$ cat config.mk
export PLATFORM = sky130hd
export DESIGN_NAME = timer_channel
export DESIGN_NICKNAME = d
export VERILOG_FILES = /design/src/logic/timer_pkg.sv /design/src/logic/timer_channel.sv /design/src/logic/pin_edge_sync.sv
export SDC_FILE = /design/constraint.sdc
export NUM_CORES = 1
export LEC_CHECK = 0
export ABC_CLOCK_PERIOD_IN_PS = 2600
export BUFFER_PORTS_ARGS = -buffer_cell sky130_fd_sc_hd__clkbuf_2
export CORE_ASPECT_RATIO = 1.2
export CORE_UTILIZATION = 50
export DETAILED_ROUTE_END_ITERATION = 6
export GPL_ROUTABILITY_DRIVEN = 1
export GPL_TIMING_DRIVEN = 0
export HOLD_SLACK_MARGIN = 0.02
export PLACE_DENSITY = 0.79
export SYNTH_ARGS = -nofsm -noshare
export SYNTH_HDL_FRONTEND = slang
export SYNTH_HIERARCHICAL = 1
export SYNTH_SLANG_ARGS = --single-unit
$ cat constraint.sdc
create_clock -name mclk -period 2.6 [get_ports mclk]
set_input_delay 0.26 -clock mclk [delete_from_list [all_inputs] [get_ports mclk]]
set_output_delay 0.26 -clock mclk [all_outputs]
set_load 0.005 [all_outputs]
$ cat src/logic/timer_pkg.sv
// Shared constants for one timer channel in its counting modes.
// Assumes a single core clock; no register bus, all fields are ports.
package timer_pkg;
	localparam int          COUNT_WIDTH   = 24;
	localparam int          MODE_WIDTH    = 4;
	localparam logic [3:0]  MODE_GPIO     = 4'h0;
	localparam logic [3:0]  MODE_PULSE    = 4'h1;
	localparam logic [3:0]  MODE_TOGGLE   = 4'h2;
	localparam logic [3:0]  MODE_EVENT    = 4'h3;
	localparam logic [3:0]  MODE_MEAS_LO  = 4'h4;
	localparam logic [3:0]  MODE_MEAS_HI  = 4'h6;
	localparam logic [3:0]  MODE_PWM      = 4'h7;
	localparam logic [3:0]  MODE_WDT_PLS  = 4'h9;
	localparam logic [3:0]  MODE_WDT_TGL  = 4'hA;
	localparam logic [23:0] COUNT_RESET   = 24'h000000;
	localparam logic        FLAG_RESET    = 1'b0;
	localparam logic        PIN_OE_RESET  = 1'b1;
	localparam int          CORE_DIV      = 2;
	localparam int          SYNC_STAGES   = 2;
endpackage

$ cat src/logic/timer_channel.sv
// One timer channel: modes 0..3 counting, compare and overflow flags.
// Assumes prescaler tick is a one-cycle pulse synchronous to mclk.
//
// Notes on behaviour
// - four-bit field selects operating mode
// - mode 0: pin GPIO, compare and overflow irqs
// - enable clears, first tick loads, then increments
// - modes 0-2 tick from mclk/2 or prescaler
// - match sets compare flag, optional interrupt
// - reload on match when reload bit set
// - overflow sets flag, optional interrupt
// - count value readable anytime, undisturbed
// - modes 1,2 pin output, starts at invert
// - mode 1 match inverts pin one tick
// - mode 2 match toggles pin, sets flag
// - mode 3 pin input, edges or prescaler
// - external clock synchronised, below quarter rate
// - invert bit picks counted pin edge
// - load value and counter 24 bits
// - overflow flag cleared by one or service
// - compare flag cleared by one or service
`timescale 1ns/100ps
module timer_channel #(
	parameter int CW = timer_pkg::COUNT_WIDTH
) (
	// Clock and reset
	input  wire logic          mclk,
	input  wire logic          rst,
	// Control fields
	input  wire logic [3:0]    mode_select_field,
	input  wire logic          channel_enable_bit,
	input  wire logic          reload_on_match,
	input  wire logic          polarity_invert,
	input  wire logic          prescaler_select,
	input  wire logic          prescaler_tick,
	input  wire logic          compare_irq_enable,
	input  wire logic          overflow_irq_enable,
	// Values
	input  wire logic [CW-1:0] load_value_reg,
	input  wire logic [CW-1:0] compare_value_reg,
	// Flag clears
	input  wire logic          compare_flag_write_one,
	input  wire logic          compare_irq_serviced,
	input  wire logic          overflow_flag_write_one,
	input  wire logic          overflow_irq_serviced,
	// GPIO pin value before polarity_invert, when pin is general-purpose output
	input  wire logic          gpio_out,
	input  wire logic          gpio_drive,
	// Timer pin
	input  wire logic          timer_pin_in,
	output logic               timer_pin_out,
	output logic               timer_pin_oe_n,
	// Status
	output logic [CW-1:0]      count_value_reg,
	output logic               compare_flag,
	output logic               overflow_flag,
	output logic               compare_irq,
	output logic               overflow_irq
);
	// ------------------------------------------------------------
	// Mode decode
	// ------------------------------------------------------------
	typedef enum logic [1:0] {ST_IDLE, ST_ARMED, ST_RUN} state_e;
	state_e state;
	state_e next_state;

	logic [CW-1:0] count;
	logic [CW-1:0] next_count;
	logic          div_phase;
	logic          pin_rise;
	logic          pin_fall;
	logic          pulse_active;
	logic          pin_drive;
	logic          next_pin_drive;

	wire mode_gpio   = mode_select_field == timer_pkg::MODE_GPIO;
	wire mode_pulse  = mode_select_field == timer_pkg::MODE_PULSE;
	wire mode_toggle = mode_select_field == timer_pkg::MODE_TOGGLE;
	wire mode_event  = mode_select_field == timer_pkg::MODE_EVENT;
	// Only modes 0..3 run here; others leave the channel idle
	wire mode_count  = mode_gpio | mode_pulse | mode_toggle | mode_event;
	wire pin_is_out  = mode_pulse | mode_toggle;

	// ------------------------------------------------------------
	// Timer clock sources
	// ------------------------------------------------------------
	pin_edge_sync u_sync (
		.mclk   (mclk),
		.rst    (rst),
		.pin_in (timer_pin_in),
		.level  (),
		.rise   (pin_rise),
		.fall   (pin_fall)
	);

	// Divider runs free so CLK/2 needs no extra enable path
	always_ff @(posedge mclk) begin
		if (rst) begin
			div_phase <= 1'b0;
		end else begin
			div_phase <= ~div_phase;
		end
	end

	wire tick_internal = prescaler_select ? prescaler_tick : div_phase;
	wire pin_edge      = polarity_invert ? pin_fall : pin_rise;
	wire tick_event    = prescaler_select ? prescaler_tick : pin_edge;
	wire tick          = mode_event ? tick_event : tick_internal;

	// ------------------------------------------------------------
	// Counter
	// ------------------------------------------------------------
	wire running   = channel_enable_bit & mode_count;
	wire count_tick = running & tick;
	wire match     = state == ST_RUN && count == compare_value_reg;
	wire overflow  = state == ST_RUN && count == {CW{1'b1}};

	always_comb begin
		next_state = state;
		next_count = count;
		case (state)
			ST_IDLE: begin
				// Enable clears the count in every mode, counting or not
				if (channel_enable_bit) begin
					next_count = timer_pkg::COUNT_RESET;
				end
				if (running) begin
					next_state = ST_ARMED;
				end
			end
			ST_ARMED: begin
				if (!running) begin
					next_state = ST_IDLE;
				end else if (tick) begin
					next_state = ST_RUN;
					next_count = load_value_reg;
				end
			end
			ST_RUN: begin
				if (!running) begin
					next_state = ST_IDLE;
				end else if (tick) begin
					// reload at the tick that sees the match
					if (match && reload_on_match) begin
						next_count = load_value_reg;
					end else begin
						next_count = count + 1'b1;
					end
				end
			end
			default: begin
				next_state = ST_IDLE;
			end
		endcase
	end

	always_ff @(posedge mclk) begin
		if (rst) begin
			state <= ST_IDLE;
			count <= timer_pkg::COUNT_RESET;
		end else begin
			state <= next_state;
			count <= next_count;
		end
	end

	// ------------------------------------------------------------
	// Flags; a set in the clearing cycle wins
	// ------------------------------------------------------------
	wire cmp_set = match & count_tick;
	wire ovf_set = overflow & count_tick;
	wire cmp_clr = compare_flag_write_one | compare_irq_serviced;
	wire ovf_clr = overflow_flag_write_one | overflow_irq_serviced;

	always_ff @(posedge mclk) begin
		if (rst || !channel_enable_bit) begin
			compare_flag  <= timer_pkg::FLAG_RESET;
			overflow_flag <= timer_pkg::FLAG_RESET;
			compare_irq   <= 1'b0;
			overflow_irq  <= 1'b0;
		end else begin
			compare_flag  <= cmp_set | (compare_flag & ~cmp_clr);
			overflow_flag <= ovf_set | (overflow_flag & ~ovf_clr);
			compare_irq   <= (cmp_set | (compare_flag & ~cmp_clr)) & compare_irq_enable;
			overflow_irq  <= (ovf_set | (overflow_flag & ~ovf_clr)) & overflow_irq_enable;
		end
	end

	// ------------------------------------------------------------
	// Pin output
	// ------------------------------------------------------------
	always_comb begin
		next_pin_drive = pin_drive;
		if (!running || state == ST_IDLE) begin
			next_pin_drive = polarity_invert;
		end else if (count_tick && mode_toggle && match) begin
			next_pin_drive = ~pin_drive;
		end
	end

	always_ff @(posedge mclk) begin
		if (rst || !running || !mode_pulse) begin
			pulse_active <= 1'b0;
		end else if (count_tick) begin
			pulse_active <= match;
		end
	end

	always_ff @(posedge mclk) begin
		if (rst) begin
			pin_drive <= 1'b0;
		end else begin
			pin_drive <= next_pin_drive;
		end
	end

	wire pin_val_pulse = polarity_invert ^ pulse_active;
	wire pin_val_next  = mode_pulse ? pin_val_pulse : pin_drive;
	// mode 0 leaves pin to GPIO
	wire gpio_oe       = mode_gpio & gpio_drive;
	wire gpio_val      = gpio_out ^ polarity_invert;

	always_ff @(posedge mclk) begin
		if (rst) begin
			timer_pin_out  <= 1'b0;
			timer_pin_oe_n <= timer_pkg::PIN_OE_RESET;
		end else begin
			timer_pin_out  <= pin_is_out ? pin_val_next : gpio_val;
			timer_pin_oe_n <= ~(pin_is_out | gpio_oe);
		end
	end

	// count copy, read never disturbs counter
	always_ff @(posedge mclk) begin
		if (rst) begin
			count_value_reg <= timer_pkg::COUNT_RESET;
		end else begin
			count_value_reg <= next_count;
		end
	end
endmodule

$ cat src/logic/pin_edge_sync.sv
// Pin synchroniser with rising/falling edge pulses.
// Assumes the pin toggles slower than a quarter of mclk.
`timescale 1ns/100ps
module pin_edge_sync (
	// Clock and reset
	input  wire logic mclk,
	input  wire logic rst,
	// Pin side
	input  wire logic pin_in,
	// Outputs
	output logic      level,
	output logic      rise,
	output logic      fall
);
	logic meta;
	logic sync;
	logic prev;

	always_ff @(posedge mclk) begin
		if (rst) begin
			meta <= 1'b0;
			sync <= 1'b0;
			prev <= 1'b0;
		end else begin
			meta <= pin_in;
			sync <= meta;
			prev <= sync;
		end
	end

	assign level = sync;
	assign rise  = sync & ~prev;
	assign fall  = ~sync & prev;
endmodule

==> results by group <==
Placement
  • GPL Wtd Cong: just over 0.9
  • Port Buffer Count: just under 100
  • DP Wirelength: 5630 um
  • Placed Area: ~3200 um2

Detailed routing
  • DR pass1 iterations: 5
  • Post-route ant nets: 0
  • Final wirelength: 7430 um
  • Avg WL per Cell: roughly 16 um
  • Vias per cell: roughly 6
  • Total vias in the final route: approximately 2900
  • Iteration-0 DRC Markers: 277
  • DRC: 0

Critical path
  • Crit Path Category: reg2reg
  • Worst Path Required: 2.78 ns
  • Setup crit start kind: flip-flop
  • Setup crit end kind: flip-flop
  • Arr. time, crit path: around 2.6 ns
  • Worst-path fanout max: 10

STA
  • Fin crit period: between 2 and 2.5 ns
  • Final Hold Vio Count: 0
  • Total negative slack: 0 ns
  • Fmax achieved: about 0.42 GHz
  • # setup viols final: 0
  • Slew Limit Fails: 0
  • RSZ-0062 raised after global routing: no
  • Tcrit/Tclk final: 0.919
  • Worst-Margin Slew: about 0.62 ns
  • Max-slew headroom: 0.586
  • Fin Clk Skew: 0.0119 ns

Floorplanning
  • Die X-Extent: between 60 and 70 um
  • Die height: 81.8 um
  • IO Pins: between 90 and 100
  • Initial Util: 0.529
  • Cell Rows: 28
  • Die area: ~5600 um2
  • Core area: between 5000 and 6000 um2

Worst hold path
  • Hold Path Class: in2reg

GRT
  • Vias in the first global route: 2598
  • Total congestion overflow: 0
  • First-pass GRT wire length: approximately 12000 um
  • Largest net degree at the start of global routing: 11
  • Antenna violations before repair: 0
  • Total GRT Usage: 0.275

Clock network
  • # resized after CTS: 0
  • Clock Path Buffers: 2
  • Clock root buffer: clkbuf_8
  • CTS sink cnt: 38
  • Clock slew at reported path FFs: 0.08 ns
  • CTS Buf Count: 5
  • CTS tree: built
  • H-Tree Depth: 2
  • Post-CTS Setup Inserts: 0
  • Clock latency on the worst-skew pair: roughly 0.30 ns
  • Hold buffers post-CTS: 0

Power
  • VDD IR max: 0.000253 V
  • Power Dens Cells: between 300 and 400 nW/um2
  • LEAKAGE: roughly 1.4 nW

Flow run
  • Max Cap Violations: 0

Finish
  • # diodes: 0
  • Most frequent cells in the layout: 97 x clkbuf_2, 38 x dfxtp_1, 26 x xnor2_1
  • Max FFs per register: 24
  • Final nets: 487
  • Commonest non-fill, non-tap cell in the layout: clkbuf_2
  • Share of cells above drive strength 1: 0.321
  • Fillers: around 450
  • Area delta synth->final: 24.3%
  • Finished Cell Area: ~3300 um2

Synth
  • Cells after Synth: approximately 310
  • Seq cells post-synth: 38
  • Net Count, Synth: 383
  • Library cells used by synthesis: 57
  • Ys async rst share: 0
  • Sequential share of the synthesized area: 0.287
  • Avg Cell Area, Syn: 8.53 um2
  • Post-Syn Area: approximately 2700 um2
  • Yosys warning count: 6
  • Synth Flop Type: dfxtp_1
  • Post-synth EDFFs: 0

Run status
  • Status: finished, final reports clean
worst max-delay path, cell delays in order (launching register included):
cell and delay (ns):
dfxtp_1 0.34, inv_1 0.08, ha_1 0.14, clkbuf_1 0.36, nor2_1 0.19, nand2_1 0.14
o31ai_4 0.12, and2_1 0.17, buf_2 0.18, buf_4 0.20, a221o_1 0.35
logic make-up (layout without fill, tap and decap cells):
family | Yosys count | count (layout) | share of synthesized area
AO/OA/AOI/OAI | 57 | 57 | 0.185
XOR/XNOR | 38 | 38 | 0.126
adder cells (fa/ha/maj) | 4 | 4 | 0.0189
buffers and inverters | 28 | 131 | 0.0651
flip-flops | 38 | 38 | 0.287
multiplexers | 6 | 6 | 0.0241
AND/OR/NAND/NOR | 140 | 140 | 0.294
layout make-up:
| type | instances | area, um2 | share of cell area |
|---|---|---|---|
| Inverter | 7 | 26.3 | 0.00798 |
| Tap cell | 60 | 75.1 | 0.0228 |
| Timing Repair Buffer | 97 | 485 | 0.147 |
| Sequential cell | 38 | 761 | 0.231 |
| Buffer | 21 | 146 | 0.0444 |
| Clock buffer | 6 | 82.6 | 0.0251 |
| Multi-Input combinational cell | 245 | 1720 | 0.521 |
per-layer routing:
metal  wire, um  vias to the layer above  track usage
met4        224                        0        0.115
li1           -                     1371            -
met3        597                       20       0.0597
met2       3560                      145        0.472
met5          0                        -            0
met1       3040                     1315        0.325
cells in the mapped netlist, drive strengths merged, types with 3 or more instances:
| master | number | share of area |
|---|---|---|
| and2 | 9 | 0.022 |
| xnor2 | 26 | 0.086 |
| nand2 | 26 | 0.038 |
| nand3 | 23 | 0.045 |
| a21oi | 5 | 0.0094 |
| o31ai | 4 | 0.017 |
| xor2 | 12 | 0.040 |
| o211a | 3 | 0.011 |
| nor3 | 14 | 0.026 |
| buf | 17 | 0.050 |
| and4 | 3 | 0.011 |
| clkbuf | 4 | 0.0057 |
| nor4 | 7 | 0.021 |
| inv | 7 | 0.0099 |
| and3 | 6 | 0.014 |
| nor2b | 6 | 0.014 |
| mux2i | 3 | 0.011 |
| a311oi | 3 | 0.0099 |
| nor2 | 15 | 0.021 |
| mux2 | 3 | 0.013 |
| ha | 4 | 0.019 |
| a221o | 16 | 0.060 |
| o211ai | 7 | 0.020 |
| nand4 | 17 | 0.040 |
| dfxtp | 38 | 0.29 |
power by group:
group          internal, mW  switching [mW]  leakage [nW]
Clock                 0.205           0.203        0.0431
Combinational        0.0918           0.104          1.04
Sequential            0.590         0.00521         0.308
final timing paths:
| kind | from | slack (ns) | end | cells after the start |
|---|---|---|---|---|
| min reg2reg | div_phase$_SDFF_PP0_ | 0.41 | div_phase$_SDFF_PP0_ | 1 |
| min | load_value_reg[12] | 0.16 | count_value_reg[12]$_SDFFE_PP0P_ | 2 |
| max | state[0]$_SDFFE_PP0P_ | 0.21 | count_value_reg[21]$_SDFFE_PP0P_ | 10 |
| max reg2reg | state[0]$_SDFFE_PP0P_ | 0.21 | count_value_reg[21]$_SDFFE_PP0P_ | 10 |
per-stage QoR:
stage	cells	setup slack, ns	hold slack, ns	power (mW)	util
2_1_floorplan	311	0.549	0.332	0.715	-
3_3_place_gp	468	0.274	0.397	0.800	0.641
3_5_place_dp	468	0.247	0.401	0.802	0.641
4_1_cts	474	0.216	0.166	1.21	0.658
5_1_grt	474	0.0522	0.177	1.25	0.658
6_report	474	0.209	0.162	1.20	0.658
Note: power is estimated with default switching activity, not from simulation.
